$ cat src/verilog/otp_prog_cfg.svh
// Purpose: constants for the one-time-programmable memory programmer
// Assumes: a 250 MHz system clock
// Notes: times are kept in ns; cycle counts derive from them
`ifndef OTP_PROG_CFG_SVH
`define OTP_PROG_CFG_SVH

`define CLK_MHZ 250
// Least time rounded up to whole cycles, never below one cycle
`define CYC_UP(ns) ((((ns) * `CLK_MHZ + 999) / 1000) < 1 ? 1 : \
	(((ns) * `CLK_MHZ + 999) / 1000))

// Nominal program pulse, legal window 47500 to 52500 ns
`define PULSE_NS 50000
`define PULSE_CYC ((`PULSE_NS * `CLK_MHZ) / 1000)
// Address, data, strobe and supply setup and data hold
`define SETUP_NS 2000
`define SETUP_CYC `CYC_UP(`SETUP_NS)
// Output drive to data valid during verify
`define OUT_VALID_NS 150
`define OUT_VALID_CYC `CYC_UP(`OUT_VALID_NS)
// Output drive release to data lines floating
`define OUT_FLOAT_NS 130
`define OUT_FLOAT_CYC `CYC_UP(`OUT_FLOAT_NS)

`define RETRY_MAX 4'hA
`define FIRST_ADDR 18'h00000
`define LAST_ADDR 18'h3FFFF
`define TCOUNT_W 14

`endif

$ cat src/verilog/otp_prog_pkg.sv
// Purpose: shared types for the memory programmer
// Assumes: otp_prog_cfg.svh holds the numbers
// Notes: state codes step by one bit from idle to done, but not on the jumps back to fetch and setup
`include "otp_prog_cfg.svh"

package otp_prog_pkg;
	typedef logic [17:0] addr_t;
	typedef logic [15:0] word_t;
	typedef logic [`TCOUNT_W-1:0] tcount_t;
	typedef logic [3:0] retry_t;

	typedef enum logic [3:0] {
		ST_IDLE = 4'h0,
		ST_RAMP = 4'h1,
		ST_FETCH = 4'h3,
		ST_SETUP = 4'h2,
		ST_PULSE = 4'h6,
		ST_HOLD = 4'h7,
		ST_VREAD = 4'h5,
		ST_VREL = 4'h4,
		ST_NEXT = 4'hC,
		ST_SUPPLY = 4'hD,
		ST_DONE = 4'hF,
		ST_ID_RD = 4'hE,
		ST_ID_REL = 4'hA
	} state_t;
endpackage

$ cat src/verilog/timer_if.sv
// Purpose: link between the sequencer and its wait timer
// Assumes: load is a one-cycle request
// Notes: expired stays high until the next load
`timescale 1ns/100ps
`default_nettype none

interface timer_if;
	logic load;
	otp_prog_pkg::tcount_t count;
	logic expired;

	modport ctl (output load, output count, input expired);
	modport tmr (input load, input count, output expired);
endinterface

`default_nettype wire

$ cat src/verilog/prog_timer.sv
// Purpose: down counter that times every wait of the sequencer
// Assumes: count is at least one when loaded
// Notes: expires count plus one cycles after the load cycle
`timescale 1ns/100ps
`default_nettype none

module prog_timer (
	// Clock, reset, enable
	input wire logic i_mclk,
	input wire logic i_rst,
	input wire logic i_clk_en,
	// Sequencer side
	timer_if.tmr tif
);
	otp_prog_pkg::tcount_t cnt_r;
	otp_prog_pkg::tcount_t cnt_nxt;

	// Reload on request, else run down to zero and stop
	always_comb begin
		cnt_nxt = cnt_r;
		if (tif.load) begin
			cnt_nxt = tif.count;
		end else if (cnt_r != '0) begin
			cnt_nxt = cnt_r - 1'b1;
		end
	end

	// Freezes with the clock enable so waits stretch, never shrink
	always_ff @(posedge i_mclk or posedge i_rst) begin
		if (i_rst) begin
			cnt_r <= '0;
		end else if (i_clk_en) begin
			cnt_r <= cnt_nxt;
		end
	end

	assign tif.expired = (cnt_r == '0);
endmodule

`default_nettype wire

$ cat src/verilog/otp_programmer.sv
// Purpose: programs, verifies and identifies a 256K x 16 OTP memory
// Assumes: supplies switched by level outputs; source answers with ack
// Notes: data bus is split into in, out and output enable
// Summary of operation
// - Each chip-select program pulse lasts nominally 50 us, 47.5 to 52.5.
// - Start at first address with core 6.5 V and program supply 13 V.
// - Every address first gets one nominal pulse with no verify read.
// - On verify failure, pulse again, up to ten, verifying after each.
// - Still failing after ten extra pulses marks the whole device failed.
// - A verified word advances the address until all are checked.
// - Then both supplies go to 5 V and every word is compared again.
// - Wait 150 ns after output drive to sample, 130 ns after release.
`timescale 1ns/100ps
`default_nettype none
`include "otp_prog_cfg.svh"

module otp_programmer #(
	parameter int unsigned P_PULSE_CYC = `PULSE_CYC,
	parameter otp_prog_pkg::addr_t P_LAST_ADDR = `LAST_ADDR
) (
	// Clock, reset, enable
	input wire logic i_mclk,
	input wire logic i_rst,
	input wire logic i_clk_en,
	// User commands and status
	input wire logic i_prog_start,
	input wire logic i_id_start,
	output logic o_busy,
	output logic o_done,
	output logic o_pass,
	output logic o_fail,
	output logic [15:0] o_id_maker,
	output logic [15:0] o_id_type,
	// Word source
	output logic o_src_req,
	input wire logic i_src_ack,
	input wire logic [15:0] i_src_word,
	// Memory pins
	output logic [17:0] o_addr,
	output logic o_ce_n,
	output logic o_oe_n,
	output logic [15:0] o_dq,
	output logic o_dq_oe,
	input wire logic [15:0] i_dq,
	// Supply and identification voltage controls
	output logic o_vcc_prog,
	output logic o_vpp_prog,
	output logic o_id_volt
);
	localparam otp_prog_pkg::tcount_t C_SETUP =
		otp_prog_pkg::tcount_t'(`SETUP_CYC);
	localparam otp_prog_pkg::tcount_t C_VALID =
		otp_prog_pkg::tcount_t'(`OUT_VALID_CYC);
	localparam otp_prog_pkg::tcount_t C_FLOAT =
		otp_prog_pkg::tcount_t'(`OUT_FLOAT_CYC);
	// The sequencer acts one cycle after expiry, so the pulse loads one less
	localparam otp_prog_pkg::tcount_t C_PULSE =
		otp_prog_pkg::tcount_t'(P_PULSE_CYC - 1);

	timer_if tif ();

	prog_timer u_timer (
		.i_mclk(i_mclk),
		.i_rst(i_rst),
		.i_clk_en(i_clk_en),
		.tif(tif)
	);

	otp_prog_pkg::state_t state_r, state_nxt;
	otp_prog_pkg::addr_t addr_r, addr_nxt;
	otp_prog_pkg::word_t word_r, word_nxt;
	otp_prog_pkg::word_t dq_r, dq_nxt;
	otp_prog_pkg::word_t maker_r, maker_nxt;
	otp_prog_pkg::word_t type_r, type_nxt;
	otp_prog_pkg::retry_t retry_r, retry_nxt;
	logic ce_n_r, ce_n_nxt;
	logic oe_n_r, oe_n_nxt;
	logic dq_oe_r, dq_oe_nxt;
	logic vcc_r, vcc_nxt;
	logic vpp_r, vpp_nxt;
	logic idv_r, idv_nxt;
	logic req_r, req_nxt;
	logic busy_r, busy_nxt;
	logic done_r, done_nxt;
	logic pass_r, pass_nxt;
	logic fail_r, fail_nxt;
	logic final_r, final_nxt;
	logic match_r, match_nxt;

	// Sequencer: every state waits on the timer except idle, fetch, next and done
	always_comb begin
		state_nxt = state_r;
		addr_nxt = addr_r;
		word_nxt = word_r;
		dq_nxt = dq_r;
		maker_nxt = maker_r;
		type_nxt = type_r;
		retry_nxt = retry_r;
		ce_n_nxt = ce_n_r;
		oe_n_nxt = oe_n_r;
		dq_oe_nxt = dq_oe_r;
		vcc_nxt = vcc_r;
		vpp_nxt = vpp_r;
		idv_nxt = idv_r;
		req_nxt = req_r;
		busy_nxt = busy_r;
		done_nxt = 1'b0;
		pass_nxt = pass_r;
		fail_nxt = fail_r;
		final_nxt = final_r;
		match_nxt = match_r;
		tif.load = 1'b0;
		tif.count = C_SETUP;
		case (state_r)
			otp_prog_pkg::ST_IDLE: begin
				if (i_prog_start) begin
					// Core supply first; program supply follows after setup
					vcc_nxt = 1'b1;
					addr_nxt = `FIRST_ADDR;
					busy_nxt = 1'b1;
					pass_nxt = 1'b0;
					fail_nxt = 1'b0;
					final_nxt = 1'b0;
					tif.load = 1'b1;
					state_nxt = otp_prog_pkg::ST_RAMP;
				end else if (i_id_start) begin
					idv_nxt = 1'b1;
					addr_nxt = `FIRST_ADDR;
					ce_n_nxt = 1'b0;
					oe_n_nxt = 1'b0;
					dq_oe_nxt = 1'b0;
					busy_nxt = 1'b1;
					tif.load = 1'b1;
					tif.count = C_VALID;
					state_nxt = otp_prog_pkg::ST_ID_RD;
				end
			end
			otp_prog_pkg::ST_RAMP: begin
				if (tif.expired) begin
					vpp_nxt = 1'b1;
					req_nxt = 1'b1;
					state_nxt = otp_prog_pkg::ST_FETCH;
				end
			end
			otp_prog_pkg::ST_FETCH: begin
				if (i_src_ack) begin
					req_nxt = 1'b0;
					word_nxt = i_src_word;
					retry_nxt = '0;
					tif.load = 1'b1;
					if (final_r) begin
						// Last pass reads only, at normal supplies
						ce_n_nxt = 1'b0;
						oe_n_nxt = 1'b0;
						tif.count = C_VALID;
						state_nxt = otp_prog_pkg::ST_VREAD;
					end else begin
						// First pulse goes out before any verify
						dq_nxt = i_src_word;
						dq_oe_nxt = 1'b1;
						state_nxt = otp_prog_pkg::ST_SETUP;
					end
				end
			end
			otp_prog_pkg::ST_SETUP: begin
				if (tif.expired) begin
					ce_n_nxt = 1'b0;
					tif.load = 1'b1;
					tif.count = C_PULSE;
					state_nxt = otp_prog_pkg::ST_PULSE;
				end
			end
			otp_prog_pkg::ST_PULSE: begin
				if (tif.expired) begin
					ce_n_nxt = 1'b1;
					tif.load = 1'b1;
					state_nxt = otp_prog_pkg::ST_HOLD;
				end
			end
			otp_prog_pkg::ST_HOLD: begin
				if (tif.expired) begin
					// Bus released in the same edge the memory is told to drive
					dq_oe_nxt = 1'b0;
					ce_n_nxt = 1'b0;
					oe_n_nxt = 1'b0;
					tif.load = 1'b1;
					tif.count = C_VALID;
					state_nxt = otp_prog_pkg::ST_VREAD;
				end
			end
			otp_prog_pkg::ST_VREAD: begin
				if (tif.expired) begin
					match_nxt = (i_dq == word_r);
					ce_n_nxt = 1'b1;
					oe_n_nxt = 1'b1;
					tif.load = 1'b1;
					tif.count = C_FLOAT;
					state_nxt = otp_prog_pkg::ST_VREL;
				end
			end
			otp_prog_pkg::ST_VREL: begin
				if (tif.expired) begin
					if (match_r) begin
						state_nxt = otp_prog_pkg::ST_NEXT;
					end else if (final_r) begin
						fail_nxt = 1'b1;
						state_nxt = otp_prog_pkg::ST_DONE;
					end else if (retry_r == `RETRY_MAX) begin
						// Supplies come down before reporting
						fail_nxt = 1'b1;
						vpp_nxt = 1'b0;
						tif.load = 1'b1;
						state_nxt = otp_prog_pkg::ST_SUPPLY;
					end else begin
						retry_nxt = retry_r + 1'b1;
						dq_oe_nxt = 1'b1;
						tif.load = 1'b1;
						state_nxt = otp_prog_pkg::ST_SETUP;
					end
				end
			end
			otp_prog_pkg::ST_NEXT: begin
				if (addr_r != P_LAST_ADDR) begin
					addr_nxt = addr_r + 1'b1;
					req_nxt = 1'b1;
					state_nxt = otp_prog_pkg::ST_FETCH;
				end else if (final_r) begin
					pass_nxt = 1'b1;
					state_nxt = otp_prog_pkg::ST_DONE;
				end else begin
					vpp_nxt = 1'b0;
					tif.load = 1'b1;
					state_nxt = otp_prog_pkg::ST_SUPPLY;
				end
			end
			otp_prog_pkg::ST_SUPPLY: begin
				// Program supply drops first, core supply after it
				if (tif.expired) begin
					if (vcc_r) begin
						vcc_nxt = 1'b0;
						tif.load = 1'b1;
					end else if (fail_r) begin
						state_nxt = otp_prog_pkg::ST_DONE;
					end else begin
						final_nxt = 1'b1;
						addr_nxt = `FIRST_ADDR;
						req_nxt = 1'b1;
						state_nxt = otp_prog_pkg::ST_FETCH;
					end
				end
			end
			otp_prog_pkg::ST_DONE: begin
				busy_nxt = 1'b0;
				done_nxt = 1'b1;
				state_nxt = otp_prog_pkg::ST_IDLE;
			end
			otp_prog_pkg::ST_ID_RD: begin
				if (tif.expired) begin
					if (addr_r[0]) begin
						type_nxt = i_dq;
					end else begin
						maker_nxt = i_dq;
					end
					ce_n_nxt = 1'b1;
					oe_n_nxt = 1'b1;
					tif.load = 1'b1;
					tif.count = C_FLOAT;
					state_nxt = otp_prog_pkg::ST_ID_REL;
				end
			end
			otp_prog_pkg::ST_ID_REL: begin
				if (tif.expired) begin
					if (addr_r[0]) begin
						idv_nxt = 1'b0;
						addr_nxt = `FIRST_ADDR;
						state_nxt = otp_prog_pkg::ST_DONE;
					end else begin
						addr_nxt = addr_r | 18'h00001;
						ce_n_nxt = 1'b0;
						oe_n_nxt = 1'b0;
						tif.load = 1'b1;
						tif.count = C_VALID;
						state_nxt = otp_prog_pkg::ST_ID_RD;
					end
				end
			end
			default: begin
				state_nxt = otp_prog_pkg::ST_IDLE;
			end
		endcase
	end

	// Registers only; strobes idle high, supplies at normal level
	always_ff @(posedge i_mclk or posedge i_rst) begin
		if (i_rst) begin
			state_r <= otp_prog_pkg::ST_IDLE;
			addr_r <= `FIRST_ADDR;
			word_r <= 16'h0000;
			dq_r <= 16'h0000;
			maker_r <= 16'h0000;
			type_r <= 16'h0000;
			retry_r <= 4'h0;
			ce_n_r <= 1'b1;
			oe_n_r <= 1'b1;
			dq_oe_r <= 1'b0;
			vcc_r <= 1'b0;
			vpp_r <= 1'b0;
			idv_r <= 1'b0;
			req_r <= 1'b0;
			busy_r <= 1'b0;
			done_r <= 1'b0;
			pass_r <= 1'b0;
			fail_r <= 1'b0;
			final_r <= 1'b0;
			match_r <= 1'b0;
		end else if (i_clk_en) begin
			state_r <= state_nxt;
			addr_r <= addr_nxt;
			word_r <= word_nxt;
			dq_r <= dq_nxt;
			maker_r <= maker_nxt;
			type_r <= type_nxt;
			retry_r <= retry_nxt;
			ce_n_r <= ce_n_nxt;
			oe_n_r <= oe_n_nxt;
			dq_oe_r <= dq_oe_nxt;
			vcc_r <= vcc_nxt;
			vpp_r <= vpp_nxt;
			idv_r <= idv_nxt;
			req_r <= req_nxt;
			busy_r <= busy_nxt;
			done_r <= done_nxt;
			pass_r <= pass_nxt;
			fail_r <= fail_nxt;
			final_r <= final_nxt;
			match_r <= match_nxt;
		end
	end

	// Outputs straight from flops
	assign o_busy = busy_r;
	assign o_done = done_r;
	assign o_pass = pass_r;
	assign o_fail = fail_r;
	assign o_id_maker = maker_r;
	assign o_id_type = type_r;
	assign o_src_req = req_r;
	assign o_addr = addr_r;
	assign o_ce_n = ce_n_r;
	assign o_oe_n = oe_n_r;
	assign o_dq = dq_r;
	assign o_dq_oe = dq_oe_r;
	assign o_vcc_prog = vcc_r;
	assign o_vpp_prog = vpp_r;
	assign o_id_volt = idv_r;
endmodule

`default_nettype wire

$ cat config.mk
export PLATFORM = sky130hd
export DESIGN_NAME = otp_programmer
export DESIGN_NICKNAME = d
export VERILOG_FILES = /design/src/verilog/otp_prog_pkg.sv /design/src/verilog/timer_if.sv /design/src/verilog/prog_timer.sv /design/src/verilog/otp_programmer.sv
export VERILOG_INCLUDE_DIRS = /design/src /design/src/verilog
export SDC_FILE = /design/constraint.sdc
export NUM_CORES = 1
export LEC_CHECK = 0
export CORE_MARGIN = 2
export CORE_UTILIZATION = 45
export CTS_CLUSTER_SIZE = 12
export DETAILED_ROUTE_END_ITERATION = 12
export DONT_BUFFER_PORTS = 1
export PLACE_DENSITY = 0.64
export SETUP_SLACK_MARGIN = 0.02
export SLEW_MARGIN = 20
export SYNTH_ARGS = -nofsm -noshare
export SYNTH_HDL_FRONTEND = slang
export SYNTH_HIERARCHICAL = 1
export SYNTH_SLANG_ARGS = --single-unit
export TNS_END_PERCENT = 30
$ cat constraint.sdc
create_clock -name i_mclk -period 4.55 [get_ports i_mclk]
set_input_delay 0.455 -clock i_mclk [delete_from_list [all_inputs] [get_ports i_mclk]]
set_output_delay 0.455 -clock i_mclk [all_outputs]
set_load 0.005 [all_outputs]
Word level (Yosys, flattened, before mapping)
Cells that the tools add are included.
- reduce and logical (&&, ||, !) cells: 41
- bitwise logic cells: 2
- muxes and demuxes: 112
- equality and inequality tests: 47
- add/sub/neg operators: 3
- operators with widths (operator ; number):
    two-way mux 18 bit ; 8
    two-way mux 4 bit ; 23
    case mux 14 bit (6 select lines) ; 1
    two-way mux 9 bit ; 8
    case mux 18 bit (4 select lines) ; 1
    != test 2 bit, second input constant ; 27
    two-way mux 1 bit ; 52
    case mux 4 bit (12 select lines) ; 1
    two-way mux 14 bit ; 3
    == test 4 bit, second input constant ; 6
    AND reduction 10 bit ; 2
    adder 18 x 1 -> 18 bit, second input constant ; 1
    != test 18 bit, second input constant ; 1
    AND reduction 6 bit ; 3
    AND reduction 9 bit ; 2
    == test 16 bit ; 1
    == test 4 x 3 -> 1 bit, second input constant ; 4
    AND reduction 4 bit ; 4
    AND reduction 8 bit ; 2
    zero test 14 bit ; 1
    nonzero test 14 bit ; 1
    nonzero test 2 bit ; 7
    subtractor 14 x 1 -> 14 bit, second input constant ; 1
    AND reduction 13 bit ; 1
    26 further kinds ; 44
- logic and storage cells: 227
- output and inout port bits: 77
- register bits after elaboration: 117

Depth between registers and ports, before layout
- depth in word-level cells: 6
- depth in mapped cells: 13
- depth with buffers taken out: 11

Modules after synthesis
Netlist, hierarchy kept.
- by module, submodules not included (module ; cells an instance ; instances ; seq. area each (um^2) ; area each (um^2)):
    otp_programmer ; 503 ; 1 ; 2580.0 ; 5524.0
    prog_timer ; 110 ; 1 ; 350.3 ; 973.4

Least setup slack after synthesis
No wires, ideal clock.
- path kind: reg-to-reg
- start: reg u_timer.cnt_r[0]
- end: reg state_r[0]
- library setup time: 125 ps
- clock period less this slack: 3155 ps
- stages on the path, launching flop included: 11
- path buffers: 1
- arrival: 3031 ps
- setup slack: 1395 ps
- cell sequence: dfrtp_1 inv_1 ha_1 or4b_1 nor4_1 clkbuf_1 mux2i_1 a32oi_1 o211ai_1 nor2_1 mux2_2
- longest elaborated chain between the ends: 3
- elaborated cells between the ends (all ways): 11
- those cells by class: eq/ne: 9; reduce/logical: 2
- RTL lines (item ; line ; source):
    start, declared ; prog_timer.sv:15 ; otp_prog_pkg::tcount_t cnt_r;
    start signal, assigned ; prog_timer.sv:33 ; cnt_r <= cnt_nxt;
    zero test 14 bit * ; prog_timer.sv:37 ; assign tif.expired = (cnt_r == '0);
    via tif.expired ; timer_if.sv:10 ; logic expired;
    != test 2 bit (no source line) ; n/a ;
    AND reduction 13 bit (no source line) * ; n/a ;
    end signal, assigned ; otp_programmer.sv:296 ; state_r <= otp_prog_pkg::ST_IDLE;
    end signal, assigned ; otp_programmer.sv:317 ; state_r <= state_nxt;
    end, declared ; otp_programmer.sv:69 ; otp_prog_pkg::state_t state_r, state_nxt;
Mark *: on every way through the listed nets, which the timed path passes. The rest lies on a longest branch.
A chain may end at the register's enable or synchronous reset.

Final worst setup path
- start: reg state_r[3]
- end: reg u_timer.cnt_r[13]
- longest elaborated chain between the ends: 5
- elaborated cells between the ends (all ways): 18
- those cells by class: eq/ne: 10; mux: 3; reduce/logical: 5
- RTL lines (item ; line ; source):
    == test 4 bit, or another cell as far along ; otp_programmer.sv:114 ; case (state_r)
    OR reduction 5 bit (no source line) ; n/a ;
    case mux 1 bit (7 select lines) * ; otp_programmer.sv:114 ;
    via tif.load ; timer_if.sv:8 ; logic load;
    nonzero test 2 bit (no source line) ; n/a ;
    AND reduction 2 bit (no source line) ; n/a ;
Marked as above.

==> results.py <==
metrics = {
    "power": {
        "p_total_mw": 2.86,
        "combPwrFrac_pct": 8.4,
        "p_leak_nw": 3.14,
        "clkPwrFrac_pct": 49.9,
        "ir_worst_vdd_v": 0.000246,
        "switching_share_pct": 25.5,
        "pwr-share-seq_pct": 41.7,
        "switchingPower_mw": 0.729,
        "p_int_mw": 2.13,
        "pwr_density_cell_mw_per_mm2": 396,
    },
    "logic_synthesis": {
        "synth.top_cell.area_share_pct": 44.3,
        "synth_area_per_cell_sq_um": 10.6,
        "synth_cell_types": 88,
        "synthCells": 613,
        "syn_area_sq_mm": 0.00650,
        "synth-async-reset-ratio_pct": 100,
        "postSynthRegisterBits": 117,
        "yosys.area.top_type": "dfrtp_1",
        "synth_ff_type": "dfrtp_1",
        "synth_warnings": 6,
        "netlist_top_cells_count": "dfrtp_1 (115), mux2_2 (55), nand2_1 (36), nor2_1 (35), a21oi_1 (31)",
        "yosysSeqAreaShare_pct": 45.1,
        "synth_enable_flop_cells": 0,
        "yosysMostFrequentCell": "dfrtp_1",
        "ys_top_cells_by_area": "dfrtp_1 (44%), mux2_2 (9.5%), a21oi_1 (2.4%), mux2_4 (2.3%), xnor2_1 (2.3%)",
    },
    "global_routing": {
        "antenna_found_initial": 0,
        "grt_max_degree": 70,
        "grt_pass1_vias": 5015,
        "grt_pass1_wl_mm": 26.7,
        "gr-usage-all-layers_pct": 22.6,
        "grt_overflow": 0,
    },
    "timing": {
        "holdWs_ps": 66.9,
        "slew_headroom_pct": 27.8,
        "clock_skew_ps": 5.77,
        "slew_violations": 0,
        "tns_ps": 0,
        "setup_viol": 0,
        "post-route-period-util_pct": 78.3,
        "worst-slew-pin-transition_ps": 1080,
        "grt_setup_unrepaired": "false",
        "fmax_ghz": 0.281,
        "finalHoldViolations": 0,
        "layout_min_cycle_time_ps": 3560,
    },
    "job": {
        "cap_violations": 0,
    },
    "layout": {
        "utilization_pct": 51.7,
        "num-fill-cells": 1248,
        "area_growth_pct": 11.2,
        "antenna_cells": 0,
        "nets": 648,
        "seqCellArea_sq_mm": 0.00293,
        "drive_gt1_share_pct": 21.6,
        "multiInputGateArea_sq_mm": 0.00327,
    },
    "drt": {
        "drc_errors": 0,
        "drt_iter0_markers": 452,
        "wl_per_cell_microns": 20.5,
        "drtPass1Iterations": 5,
        "vias": 4970,
        "wirelength_mm": 16.3,
        "via_per_inst": 6.22,
        "ant_nets": 0,
    },
    "floorplanning": {
        "die_h_microns": 124,
        "rows": 43,
        "core_sq_mm": 0.0140,
        "die-area_sq_mm": 0.0154,
        "start_util_pct": 46.4,
        "die_w_microns": 124,
        "ios": 115,
    },
    "cts": {
        "root_buffer": "clkbuf_16",
        "cts_buffers": 17,
        "cts-root-to-sink-buffers": 2,
        "cts_setup_buffers": 0,
        "hold_buffers": 1,
        "clock_latency_ps": 420,
        "htree_num_levels": 4,
        "cts_tree": "done",
        "clk_pin_slew_worst_paths_ps": 60,
        "cts.sinks": 117,
        "ctsResizeCount": 0,
    },
    "outcome": {
        "status": "finished clean",
    },
    "place": {
        "gp_congestion": 0.936,
        "port_buffers": 0,
        "hpwl_mm": 11.3,
    },
    "critical_path": {
        "cp_data_required_time_ps": 4820,
        "cp_data_arrival_time_ps": 3840,
        "worst-path-max-fanout": 30,
        "worstSetupPathType": "flop to flop",
        "startpoint_type": "flop",
        "cp-end-kind": "flop",
        "regToRegSetupSlack_ps": 990,
    },
    "worst_hold_path": {
        "hold_path.class": "input pin to asynchronous set/reset pin",
    },
}
[flip-flops by register name, summed over array words and instances, names as in the netlist, 4 cells and up]
signal	flops
state_r	4
o_id_type	16
o_dq	16
word_r	16
u_timer/cnt_r	14
o_addr	18
o_id_maker	16
retry_r	4
[per-stage QoR]
step / cells / cell area (sq um) / setup slack [ps]
floorplan: 616 / 6510 / 1390
global placement: 766 / 6590 / 1020
detailed placement: 766 / 6590 / 1010
CTS: 799 / 7230 / 1020
global route: 799 / 7230 / 755
finish: 799 / 7230 / 986
[cells by family (layout without fill, tap and decap cells)]
group           after synthesis  after routing  synth area share [%]
mux                          73             73                  13.1
fa+ha+maj                     4              4                 0.770
buf+inv                      64             67                  4.91
other cells                   1              4                0.0577
xor+xnor                     17             17                  2.29
simple gates                170            170                  14.9
flops                       117            117                  45.1
compound gates              167            167                  18.8
[worst paths after layout]
check | startpoint | end | cells after the start
hold / removal | i_rst | o_dq[14] | 1
max in group asynchronous | i_rst | state_r[1] | 2
min in group i_mclk | i_clk_en | o_done | 1
setup / recovery | state_r[3] | u_timer/cnt_r[13] | 8
setup reg to reg | state_r[3] | u_timer/cnt_r[13] | 8
hold reg to reg | o_ce_n | o_ce_n | 2
[power by group through the flow]
stage	clock (mW)	sequential, mW	combinational, mW
after floorplan	0	1.18	0.202
after global placement	0	1.20	0.228
after detailed placement	0	1.21	0.239
after CTS	1.44	1.19	0.241
after global routing	1.50	1.20	0.272
final	1.43	1.19	0.241
[worst max-delay path, stage by stage, from the launching register on]
cell	delay, ps
dfrtp_1	770
nand2b_1	350
or2_1	470
nor2_1	110
a21oi_1	270
o21ai_2	180
or4_4	660
o21ai_4	410
o311ai_0	190
[cell type report]
| type | instances | area share [%] |
|---|---|---|
| clock buffer | 19 | 5.99 |
| clock inverter | 13 | 2.72 |
| inverter | 25 | 1.33 |
| multi-input combinational | 435 | 45.2 |
| sequential | 117 | 40.5 |
| tap | 180 | 3.12 |
| timing repair buffer | 10 | 1.07 |
[cells in the final DEF (no fill, tap or decap), drive strengths merged, types with 8 or more instances in the layout]
master / count
a21oi: 32
a22oi: 8
a31oi: 17
buf: 9
clkbuf: 19
dfrtp: 115
inv: 29
mux2: 66
nand2: 36
nand3: 20
nand4: 9
nor2: 36
nor2b: 8
nor3: 8
nor4: 10
o211ai: 10
o21ai: 27
o221ai: 8
xnor2: 17
[layer usage]
| metal | track usage (%) | share of wire [%] | vias to the layer above |
|---|---|---|---|
| met3 | 8.56 | 10 | 17 |
| li1 | - | - | 2289 |
| met1 | 30.4 | 42 | 2444 |
| met2 | 33.9 | 47 | 220 |
| met5 | 0 | 0 | - |
| met4 | 7.09 | 1.4 | 0 |
No activity file was read; power rests on OpenSTA's default activity.
